--- src/shared/vr_prot_defines.svh ---
`ifndef VR_PROT_DEFINES_SVH
`define VR_PROT_DEFINES_SVH

// ----------------------------------------------------------------
// register command codes
// ----------------------------------------------------------------
`define REG_PROTECT_CFG    8'h90
`define REG_OV_UV_DELAY    8'h91
`define REG_OC_DELAY       8'h93
`define REG_ABS_OV_LEVEL   8'h95
`define REG_VALLEY_LIMIT   8'h97
`define REG_TOTAL_LIMIT    8'h98
`define REG_OFFSET_A       8'hEB
`define REG_OFFSET_B       8'hEC
`define REG_OFFSET_C       8'hED

// ----------------------------------------------------------------
// field positions
// ----------------------------------------------------------------
`define OV2_MODE_MSB       5
`define OV2_MODE_LSB       4
`define UV1_MODE_BIT       7
`define UV2_MODE_MSB       9
`define UV2_MODE_LSB       8
`define OV2_DLY_MSB        11
`define OV2_DLY_LSB        6
`define UV2_DLY_MSB        5
`define UV2_DLY_LSB        0
`define OC_DLY_MSB         5
`define OC_DLY_LSB         0

// ----------------------------------------------------------------
// reset values
// ----------------------------------------------------------------
`define RST_PROTECT_CFG    16'h0000
`define RST_DELAY          16'h0000
`define RST_LEVEL          16'h0FFF
`define RST_OFFSET         16'h0000

// ----------------------------------------------------------------
// levels and timing
// ----------------------------------------------------------------
`define RVP_LEVEL          12'h010
`define UV1_LEVEL          12'h0C8
`define UV2_MARGIN         12'h050
`define CODE_MAX           12'h280
`define FINE_STEP_UV       2500
`define COARSE_STEP_UV     5000
`define CLK_PERIOD_NS      5
`define DELAY_LSB_NS       1000
`define DELAY_TICK_CYCLES  ((`DELAY_LSB_NS + `CLK_PERIOD_NS - 1) / `CLK_PERIOD_NS)

`endif

--- src/shared/vr_pkg.sv ---
package vr_pkg;

  typedef enum logic [1:0] {RUN, TRACK_LOW, TRI_LATCH} rail_state_t;

  typedef struct packed {
    logic [15:0] cfg;
    logic [15:0] dly;
    logic [15:0] oc_dly;
    logic [15:0] abs_lvl;
    logic [15:0] valley;
    logic [15:0] total;
  } rail_regs_t;

  typedef struct packed {
    logic out;
    logic oe;
  } pin_drive_t;

  typedef struct packed {
    logic [11:0] volt;
    logic [11:0] ref_code;
    logic [11:0] total_current;
    logic [11:0] voltage_code;
    logic [11:0] temperature;
    logic        soft_start;
    logic        shutdown;
    logic        ramp;
  } rail_meas_t;

  typedef struct packed {
    rail_regs_t [1:0]       regs;
    logic [2:0][15:0]       offs;
    rail_state_t [1:0]      st;
    logic [1:0]             abs_latch;
    logic [1:0]             started;
    logic [1:0]             hot;
    logic [7:0]             tick_cnt;
    logic                   tick;
    logic [5:0]             req_prev;
    logic [5:0]             block;
    logic [5:0]             pwm_out;
    logic [5:0]             pwm_oe;
    logic [5:0][11:0]       cs_adj;
    logic [1:0][21:0]       target_uv;
    logic [15:0]            rdata;
    logic                   rvalid;
    pin_drive_t [1:0]       stby;
    pin_drive_t [1:0]       fault;
    pin_drive_t [1:0]       trans;
    pin_drive_t [1:0]       hot_pin;
    logic [1:0]             ready;
  } core_state_t;

endpackage

--- src/rtl/pin_sync.sv ---
`timescale 1ns/1ps

// ----------------------------------------------------------------
// three-stage pin synchroniser, change taken when stages two and three agree
// ----------------------------------------------------------------
module pin_sync #(
  parameter int W = 1
) (
  // clock and reset
  input  wire logic         clk,
  input  wire logic         resetn,
  // pins in, filtered levels out
  input  wire logic [W-1:0] pin,
  output logic      [W-1:0] level
);

  typedef struct packed {
    logic [W-1:0] s1;
    logic [W-1:0] s2;
    logic [W-1:0] s3;
    logic [W-1:0] level;
  } sync_state_t;

  sync_state_t s;
  sync_state_t next_s;

  always_comb begin
    next_s       = s;
    next_s.s1    = pin;
    next_s.s2    = s.s1;
    next_s.s3    = s.s2;
    // a one-cycle glitch between stages two and three never reaches level
    next_s.level = (~(s.s2 ^ s.s3) & s.s3) | ((s.s2 ^ s.s3) & s.level);
  end

  always_ff @(posedge clk) begin
    if (!resetn) begin
      s <= '0;
    end else begin
      s <= next_s;
    end
  end

  assign level = s.level;

endmodule // pin_sync

--- src/rtl/persist_filter.sv ---
`timescale 1ns/1ps

// ----------------------------------------------------------------
// condition must hold for delay+1 ticks before trip rises
// ----------------------------------------------------------------
module persist_filter (
  // clock and reset
  input  wire logic       clk,
  input  wire logic       resetn,
  // timing
  input  wire logic       tick,
  input  wire logic [5:0] delay,
  // condition
  input  wire logic       cond,
  input  wire logic       clear,
  output logic            trip
);

  typedef struct packed {
    logic [5:0] cnt;
    logic       trip;
  } filt_state_t;

  filt_state_t s;
  filt_state_t next_s;

  always_comb begin
    next_s = s;
    if (clear || !cond) begin
      next_s.cnt  = 6'h00;
      next_s.trip = 1'b0;
    end else if (tick) begin
      if (s.cnt >= delay) begin
        next_s.trip = 1'b1;
      end else begin
        next_s.cnt = s.cnt + 6'h01;
      end
    end
  end

  always_ff @(posedge clk) begin
    if (!resetn) begin
      s <= '0;
    end else begin
      s <= next_s;
    end
  end

  assign trip = s.trip;

endmodule // persist_filter

--- src/rtl/vr_rail_protection_status.sv ---
`timescale 1ns/1ps
`include "vr_prot_defines.svh"

module vr_rail_protection_status (
  // clock and reset
  input  wire logic                     clk,
  input  wire logic                     resetn,
  // register port
  input  wire logic                     reg_wr,
  input  wire logic                     reg_rd,
  input  wire logic                     reg_page,
  input  wire logic [7:0]               reg_cmd,
  input  wire logic [15:0]              reg_wdata,
  output logic      [15:0]              reg_rdata,
  output logic                          reg_rvalid,
  // control pins
  input  wire logic [1:0]               enable_pin,
  input  wire logic                     supply_ok_pin,
  input  wire logic [1:0]               standby_pin,
  // static configuration
  input  wire logic                     standby_tristate,
  input  wire logic                     gpio_combine,
  input  wire logic                     fine_step,
  input  wire logic [11:0]              hot_level,
  input  wire logic [11:0]              hot_hyst,
  // rail measurements
  input  wire vr_pkg::rail_meas_t [1:0] rail_meas,
  // phases, 0..2 on rail 0 and 3..5 on rail 1
  input  wire logic [5:0]               pwm_req,
  input  wire logic [5:0][11:0]         phase_cs,
  output logic      [5:0]               pwm_out,
  output logic      [5:0]               pwm_oe,
  output logic      [5:0][11:0]         phase_cs_adj,
  // indicators
  output vr_pkg::pin_drive_t [1:0]      stage_standby_out,
  output vr_pkg::pin_drive_t [1:0]      fault_out,
  output vr_pkg::pin_drive_t [1:0]      transition_out,
  output vr_pkg::pin_drive_t [1:0]      overtemp_flag,
  output logic      [1:0]               rail_ready_out,
  output logic      [1:0][21:0]         target_uv
);

  vr_pkg::core_state_t s;
  vr_pkg::core_state_t next_s;

  logic [4:0]        pin_level;
  logic [1:0]        en_rail;
  logic [1:0]        standby_req;
  logic [1:0]        ov2_cond;
  logic [1:0]        ov2_blank;
  logic [1:0]        ov2_trip;
  logic [1:0]        oc_cond;
  logic [1:0]        oc_trip;
  logic [1:0]        uv1_low;
  logic [1:0]        uv2_low;
  logic [1:0]        uv_cond;
  logic [1:0]        uv_blank;
  logic [1:0]        uv_trip;
  logic [1:0]        uv_latch;
  logic [1:0]        rail_fault;
  logic [1:0][11:0]  code_clamped;

  // ----------------------------------------------------------------
  // pin synchronisers
  // ----------------------------------------------------------------
  pin_sync #(
    .W (5)
  ) u_pin_sync (
    .clk    (clk),
    .resetn (resetn),
    .pin    ({standby_pin, supply_ok_pin, enable_pin}),
    .level  (pin_level)
  );

  assign standby_req = pin_level[4:3];

  // ----------------------------------------------------------------
  // per-rail fault detectors
  // ----------------------------------------------------------------
  for (genvar r = 0; r < 2; r++) begin : g_rail
    // dropping either enable or supply is the toggle that frees the latches
    assign en_rail[r] = pin_level[r] & pin_level[2];

    // modes 1x disable the tracking overvolt check
    assign ov2_cond[r] = !s.regs[r].cfg[`OV2_MODE_MSB]
                       && (rail_meas[r].volt > rail_meas[r].ref_code);
    assign ov2_blank[r] = rail_meas[r].soft_start | rail_meas[r].shutdown
                        | rail_meas[r].ramp;

    persist_filter u_ov2 (
      .clk    (clk),
      .resetn (resetn),
      .tick   (s.tick),
      .delay  (s.regs[r].dly[`OV2_DLY_MSB:`OV2_DLY_LSB]),
      .cond   (ov2_cond[r]),
      .clear  (!en_rail[r] || ov2_blank[r]),
      .trip   (ov2_trip[r])
    );

    assign oc_cond[r] = rail_meas[r].total_current > s.regs[r].total[11:0];

    persist_filter u_oc (
      .clk    (clk),
      .resetn (resetn),
      .tick   (s.tick),
      .delay  (s.regs[r].oc_dly[`OC_DLY_MSB:`OC_DLY_LSB]),
      .cond   (oc_cond[r]),
      .clear  (!en_rail[r]),
      .trip   (oc_trip[r])
    );

    assign uv1_low[r] = s.regs[r].cfg[`UV1_MODE_BIT]
                      && (rail_meas[r].volt < `UV1_LEVEL);
    // tracking floor sits a fixed margin under the reference, never below zero
    assign uv2_low[r] = !s.regs[r].cfg[`UV2_MODE_MSB]
                      && ({1'b0, rail_meas[r].volt} + {1'b0, `UV2_MARGIN}
                          < {1'b0, rail_meas[r].ref_code});
    assign uv_cond[r]  = uv1_low[r] | uv2_low[r];
    // the output starts from zero, so undervolt waits for soft start to end
    assign uv_blank[r] = rail_meas[r].soft_start | rail_meas[r].shutdown;

    persist_filter u_uv (
      .clk    (clk),
      .resetn (resetn),
      .tick   (s.tick),
      .delay  (s.regs[r].dly[`UV2_DLY_MSB:`UV2_DLY_LSB]),
      .cond   (uv_cond[r]),
      .clear  (!en_rail[r] || uv_blank[r]),
      .trip   (uv_trip[r])
    );

    // tracking mode 01 only reports; the fixed level always acts
    assign uv_latch[r] = uv_trip[r]
                      && (uv1_low[r] || s.regs[r].cfg[`UV2_MODE_LSB] == 1'b0);

    assign rail_fault[r] = s.abs_latch[r] || (s.st[r] != vr_pkg::RUN)
                        || ov2_trip[r] || oc_trip[r] || uv_trip[r];

    assign code_clamped[r] = (rail_meas[r].voltage_code > `CODE_MAX) ? `CODE_MAX
                           : rail_meas[r].voltage_code;
  end

  // ----------------------------------------------------------------
  // next state
  // ----------------------------------------------------------------
  always_comb begin
    next_s        = s;
    next_s.rvalid = 1'b0;

    // delay tick shared by all persistence filters
    if (s.tick_cnt == 8'(`DELAY_TICK_CYCLES - 1)) begin
      next_s.tick_cnt = 8'h00;
      next_s.tick     = 1'b1;
    end else begin
      next_s.tick_cnt = s.tick_cnt + 8'h01;
      next_s.tick     = 1'b0;
    end

    // register writes
    if (reg_wr) begin
      case (reg_cmd)
        `REG_PROTECT_CFG:  next_s.regs[reg_page].cfg     = reg_wdata;
        `REG_OV_UV_DELAY:  next_s.regs[reg_page].dly     = reg_wdata;
        `REG_OC_DELAY:     next_s.regs[reg_page].oc_dly  = reg_wdata;
        `REG_ABS_OV_LEVEL: next_s.regs[reg_page].abs_lvl = reg_wdata;
        `REG_VALLEY_LIMIT: next_s.regs[reg_page].valley  = reg_wdata;
        `REG_TOTAL_LIMIT:  next_s.regs[reg_page].total   = reg_wdata;
        `REG_OFFSET_A:     next_s.offs[0]                = reg_wdata;
        `REG_OFFSET_B:     next_s.offs[1]                = reg_wdata;
        `REG_OFFSET_C:     next_s.offs[2]                = reg_wdata;
        default: begin
        end
      endcase
    end

    // register reads, unmapped codes answer zero
    if (reg_rd) begin
      next_s.rvalid = 1'b1;
      case (reg_cmd)
        `REG_PROTECT_CFG:  next_s.rdata = s.regs[reg_page].cfg;
        `REG_OV_UV_DELAY:  next_s.rdata = s.regs[reg_page].dly;
        `REG_OC_DELAY:     next_s.rdata = s.regs[reg_page].oc_dly;
        `REG_ABS_OV_LEVEL: next_s.rdata = s.regs[reg_page].abs_lvl;
        `REG_VALLEY_LIMIT: next_s.rdata = s.regs[reg_page].valley;
        `REG_TOTAL_LIMIT:  next_s.rdata = s.regs[reg_page].total;
        `REG_OFFSET_A:     next_s.rdata = s.offs[0];
        `REG_OFFSET_B:     next_s.rdata = s.offs[1];
        `REG_OFFSET_C:     next_s.rdata = s.offs[2];
        default:           next_s.rdata = 16'h0000;
      endcase
    end

    // ----------------------------------------------------------------
    // protection state, one copy per rail
    // ----------------------------------------------------------------
    for (int r = 0; r < 2; r++) begin
      if (!en_rail[r]) begin
        next_s.abs_latch[r] = 1'b0;
        next_s.st[r]        = vr_pkg::RUN;
      end else begin
        next_s.started[r] = 1'b1;
        // checked in every state, fault or not
        if (rail_meas[r].volt > s.regs[r].abs_lvl[11:0]) begin
          next_s.abs_latch[r] = 1'b1;
        end
        case (s.st[r])
          vr_pkg::RUN: begin
            if (oc_trip[r] || uv_latch[r]) begin
              next_s.st[r] = vr_pkg::TRI_LATCH;
            end else if (ov2_trip[r]
                         && s.regs[r].cfg[`OV2_MODE_MSB:`OV2_MODE_LSB] == 2'b00) begin
              next_s.st[r] = vr_pkg::TRACK_LOW;
            end else if (s.abs_latch[r] && rail_meas[r].volt < `RVP_LEVEL) begin
              next_s.st[r] = vr_pkg::TRI_LATCH;
            end
          end
          vr_pkg::TRACK_LOW: begin
            // held low until the ringing reaches the reverse threshold
            if (rail_meas[r].volt < `RVP_LEVEL || oc_trip[r] || uv_latch[r]) begin
              next_s.st[r] = vr_pkg::TRI_LATCH;
            end
          end
          vr_pkg::TRI_LATCH: begin
            next_s.st[r] = vr_pkg::TRI_LATCH;
          end
          default: begin
            next_s.st[r] = vr_pkg::TRI_LATCH;
          end
        endcase
      end

      // overtemp with hysteresis; it never touches the rail state
      if (rail_meas[r].temperature > hot_level) begin
        next_s.hot[r] = 1'b1;
      end else if ({1'b0, rail_meas[r].temperature} + {1'b0, hot_hyst}
                   < {1'b0, hot_level}) begin
        next_s.hot[r] = 1'b0;
      end

      // target voltage in microvolts
      if (fine_step) begin
        next_s.target_uv[r] = 22'(code_clamped[r]) * 22'(`FINE_STEP_UV);
      end else begin
        next_s.target_uv[r] = 22'(code_clamped[r]) * 22'(`COARSE_STEP_UV);
      end

      // standby drive: low through reset, high while enabled and not in standby, otherwise low or released, chosen by strap
      if (en_rail[r] && !standby_req[r]) begin
        next_s.stby[r] = '{out: 1'b1, oe: 1'b1};
      end else begin
        next_s.stby[r] = '{out: 1'b0, oe: !standby_tristate};
      end

      next_s.ready[r] = en_rail[r] && !rail_fault[r] && !rail_meas[r].soft_start
                     && !rail_meas[r].shutdown;
    end

    // ----------------------------------------------------------------
    // indicator pins, per rail or shared
    // ----------------------------------------------------------------
    for (int r = 0; r < 2; r++) begin
      next_s.fault[r].out   = gpio_combine ? |rail_fault : rail_fault[r];
      next_s.fault[r].oe    = s.started[r];
      next_s.trans[r].out   = gpio_combine ? (rail_meas[0].ramp | rail_meas[1].ramp)
                            : rail_meas[r].ramp;
      next_s.trans[r].oe    = s.started[r];
      next_s.hot_pin[r].out = gpio_combine ? |s.hot : s.hot[r];
      next_s.hot_pin[r].oe  = s.started[r];
    end

    // ----------------------------------------------------------------
    // phase gating and current-sense offsets
    // ----------------------------------------------------------------
    for (int p = 0; p < 6; p++) begin
      // a skip lasts one set event; the next rising request is judged afresh
      if (pwm_req[p] && !s.req_prev[p]
          && phase_cs[p] > s.regs[p / 3].valley[11:0]) begin
        next_s.block[p] = 1'b1;
      end else if (!pwm_req[p]) begin
        next_s.block[p] = 1'b0;
      end
      next_s.req_prev[p] = pwm_req[p];

      if (!en_rail[p / 3] || s.st[p / 3] == vr_pkg::TRI_LATCH) begin
        next_s.pwm_out[p] = 1'b0;
        next_s.pwm_oe[p]  = 1'b0;
      end else if (s.abs_latch[p / 3] || s.st[p / 3] == vr_pkg::TRACK_LOW) begin
        next_s.pwm_out[p] = 1'b0;
        next_s.pwm_oe[p]  = 1'b1;
      end else begin
        // other phases keep their own turn-on, no latch from a skip
        next_s.pwm_out[p] = pwm_req[p] && !next_s.block[p];
        next_s.pwm_oe[p]  = 1'b1;
      end

      // wraps on overflow; offsets are meant to be small trims
      next_s.cs_adj[p] = phase_cs[p]
                       + {{4{s.offs[p / 2][(p % 2) * 8 + 7]}},
                          s.offs[p / 2][(p % 2) * 8 +: 8]};
    end
  end

  // ----------------------------------------------------------------
  // state register
  // ----------------------------------------------------------------
  always_ff @(posedge clk) begin
    if (!resetn) begin
      s <= '0;
      for (int r = 0; r < 2; r++) begin
        s.regs[r].cfg     <= `RST_PROTECT_CFG;
        s.regs[r].dly     <= `RST_DELAY;
        s.regs[r].oc_dly  <= `RST_DELAY;
        s.regs[r].abs_lvl <= `RST_LEVEL;
        s.regs[r].valley  <= `RST_LEVEL;
        s.regs[r].total   <= `RST_LEVEL;
        s.stby[r].oe      <= 1'b1;
      end
      for (int i = 0; i < 3; i++) begin
        s.offs[i] <= `RST_OFFSET;
      end
    end else begin
      s <= next_s;
    end
  end

  // ----------------------------------------------------------------
  // outputs
  // ----------------------------------------------------------------
  assign reg_rdata         = s.rdata;
  assign reg_rvalid        = s.rvalid;
  assign pwm_out           = s.pwm_out;
  assign pwm_oe            = s.pwm_oe;
  assign phase_cs_adj      = s.cs_adj;
  assign stage_standby_out = s.stby;
  assign fault_out         = s.fault;
  assign transition_out    = s.trans;
  assign overtemp_flag     = s.hot_pin;
  assign rail_ready_out    = s.ready;
  assign target_uv         = s.target_uv;

endmodule // vr_rail_protection_status

--- config.mk ---
export PLATFORM = sky130hd
export DESIGN_NAME = vr_rail_protection_status
export DESIGN_NICKNAME = d
export VERILOG_FILES = /design/src/shared/vr_pkg.sv /design/src/rtl/pin_sync.sv /design/src/rtl/persist_filter.sv /design/src/rtl/vr_rail_protection_status.sv
export VERILOG_INCLUDE_DIRS = /design/src /design/src/shared
export SDC_FILE = /design/constraint.sdc
export NUM_CORES = 2
export LEC_CHECK = 0
export ABC_AREA = 1
export BUFFER_PORTS_ARGS = -buffer_cell sky130_fd_sc_hd__buf_2
export CORE_MARGIN = 2
export CORE_UTILIZATION = 65
export DETAILED_ROUTE_END_ITERATION = 10
export GPL_TIMING_DRIVEN = 1
export PLACE_DENSITY = 0.9
export SYNTH_ARGS = -nofsm -noshare
export SYNTH_HDL_FRONTEND = slang
export SYNTH_HIERARCHICAL = 1
export SYNTH_SLANG_ARGS = --single-unit
--- constraint.sdc ---
create_clock -name clk -period 14.4 [get_ports clk]
set_input_delay 0.72 -clock clk [delete_from_list [all_inputs] [get_ports clk]]
set_output_delay 0.72 -clock clk [all_outputs]
set_load 0.02 [all_outputs]
==> results_dict.tcl <==
set metrics [dict create \
    critical_path_required_ns 14.93 \
    core_area_sq_um 59240 \
    yosysUniqueCellTypes 50 \
    nets 6771 \
    fin_tns_setup_ns 0 \
    netlist_area_sq_um 39060 \
    worstMarginPinSlew_ns 1.300 \
    clkSinkCount 484 \
    die_y_um 249.2 \
    critPathLaunchType "input port" \
    drtIter0Drc 5048 \
    ir_drop_mv 0.09868 \
    drcViolationCount 0 \
    hp-class "in -> reg" \
    grt_use_total_pct 39.06 \
    cts_root_buffer "clkbuf_16" \
    fp.dieW_um 249.2 \
    yosysWarnings 6 \
    grt_most_used_layer "met2" \
    crit_type "in -> reg" \
    die_area_sq_um 62080 \
    gp_congestion 1.026 \
    antenna_found_initial 17 \
    critPathArrivalTime_ns 5.54 \
    postCtsSetupRepairBufs 0 \
    hold_violations 0 \
    gr-usage-met1_pct 47.10 \
    numCtsBuffers 53 \
    syn_inst 5892 \
    clkLatencyLatePin_ns 0.65 \
    overflow 0 \
    yosysTopAreaCell "dfxtp_1" \
    fin_crit_ns 5.013 \
    placed_area_sq_um 40130 \
    ios 428 \
    power_density_nw_per_um2 85.52 \
    layout_setup_ws_ns 9.387 \
    max_freq_ghz 0.1995 \
    period_share_pct 34.81 \
    io_buffers 423 \
    start_util_pct 65.94 \
    vias 41060 \
    setup_viol 0 \
    cts_tree "yes" \
    wl_per_cell_um 18.42 \
    yosysTopAreaCellShare_pct 24.80 \
    syn_avg_cell_area_sq_um 6.630 \
    hold_buffers 0 \
    worst_hold_slack_ns 0.2505 \
    place_ws_ns 8.784 \
    yosysSeqAreaShare_pct 24.80 \
    synth-edff-count 0 \
    asyncSetResetFlopFracSynth_pct 0 \
    max_slew_margin_pct 13.14 \
    met3_usage_pct 9.896 \
    design_area_sq_um 42010 \
    synth_area_leaders "dfxtp_1, ha_1, nand2_1" \
    rsz0062_at_grt "no" \
    drt_wl_total_um 125800 \
    nFillCells 5020 \
    slew_violations 0 \
    synthMostInstantiatedCell "nand2_1" \
    grt_use_met2_pct 62.41 \
    grt_pass1_vias 37760 \
    synth-seq-cells 484 \
    critPathMaxFanout 11 \
    rows 89 \
    cts.clk_slew.worst_paths_ns 0.06 \
    cap_violations 0 \
    synthToLayoutAreaGrowth_pct 7.540 \
    synthFlopType "dfxtp_1" \
    grt_max_degree 199 \
    finClkSkew_ns 0.04674 \
    cellLeakagePower_nw 21.38 \
    grt_pass1_wl_um 196400 \
    cts_htree_levels 2 \
    cts.repair.resized 0 \
    drt-pass1-iter-count 8 \
    ctsLongestPathBuffers 3 \
    outcome "finished, final reports clean" \
    vias_per_cell 6.012 \
    power_mw 3.592 \
    endpoint_kind "flip-flop" \
    synthTopCellsByCount "nand2_1, inv_1, a21oi_1, dfxtp_1, nor2_1" \
    drive_gt1_share_pct 10.56 \
    postRouteAntennaNets 0 \
    post-dp-hpwl_um 91820 \
]
## cells in the final DEF, fill, tap and decap left out, types with 20 or more instances in the layout
cell type / synthesis / layout
nand2_1: 1344 / 1341
inv_1: 716 / 714
a21oi_1: 646 / 646
dfxtp_1: 484 / 484
nor2_1: 467 / 463
ha_1: 453 / 453
nand3_1: 427 / 427
buf_2: 78 / 421
o21ai_0: 385 / 385
nand4_1: 101 / 101
o22ai_1: 65 / 65
clkbuf_16: 0 / 53
fa_1: 50 / 50
o211ai_1: 39 / 39
xor2_1: 38 / 38
o21bai_1: 34 / 34
nor3_1: 31 / 31
buf_4: 173 / 23
nor2_2: 21 / 22
nand3b_1: 21 / 21
nand2_2: 19 / 21
conb_1: 2 / 20
## cells by family after synthesis
kind of cell / Yosys count / share of synthesized area [%]
simple gates: 2471 / 26.77
xor+xnor: 57 / 1.278
other cells: 2 / 0.01923
compound gates: 1237 / 17.07
flops: 484 / 24.80
fa+ha+maj: 503 / 17.07
buf+inv: 1138 / 12.98
## worst paths after layout
| check | startpoint | endpoint | slack (ns) | depth (start not counted) |
|---|---|---|---|---|
| max | rail_meas[26] | target_uv[15] | 9.39 | 25 |
| max reg2reg | flip-flop | g_rail[1].u_oc/s[1] | 12.19 | 11 |
| min reg2reg | u_pin_sync/next_s[12] | u_pin_sync/next_s[7] | 0.41 | 2 |
| min | enable_pin[0] | u_pin_sync/next_s[10] | 0.25 | 3 |
## stage by stage
| stage | utilization, % | std cells |
|---|---|---|
| 6_report | 70.91 | 6830 |
| 3_3_place_gp | 67.74 | 6721 |
| 4_1_cts | 70.86 | 6817 |
| 2_1_floorplan | - | 5910 |
| 3_5_place_dp | 67.74 | 6721 |
| 5_1_grt | 70.90 | 6827 |
## power by group
part / switching (mW) / internal [mW]
clock network: 0.618 / 0.833
registers: 0.0224 / 1.38
logic: 0.482 / 0.260
## layout make-up
type	count	area [sq um]	share of cell area, %
multi-input combinational	4288	24410	58.10
sequential	484	9689	23.06
inverter	729	2741	6.526
timing repair buffer	447	2322	5.528
clock buffer	71	1514	3.604
tap	773	967.2	2.302
clock inverter	25	334.1	0.7952
antenna	13	32.53	0.07744
## layer usage
metal	routed length (um)	up-vias
met5	99	-
met1	46540	18540
li1	-	19490
met4	8812	10
met3	15270	554
met2	55100	2472
## worst max-delay path, stage by stage
cell	delay, ns
buf_2	0.09
or2_2	0.29
nor3_1	0.15
nand3_1	0.10
nand2_1	0.26
nand2_1	0.19
inv_1	0.19
nor2_1	0.06
nor2_1	0.10
ha_1	0.25
ha_1	0.28
inv_1	0.05
fa_1	0.53
inv_1	0.04
ha_1	0.26
inv_1	0.05
fa_1	0.50
inv_1	0.04
ha_1	0.35
a21oi_1	0.27
o21ai_0	0.16
a21o_1	0.19
or2_2	0.28
nand3_1	0.07
nand2_1	0.06
(Power assumes the default switching activity.)
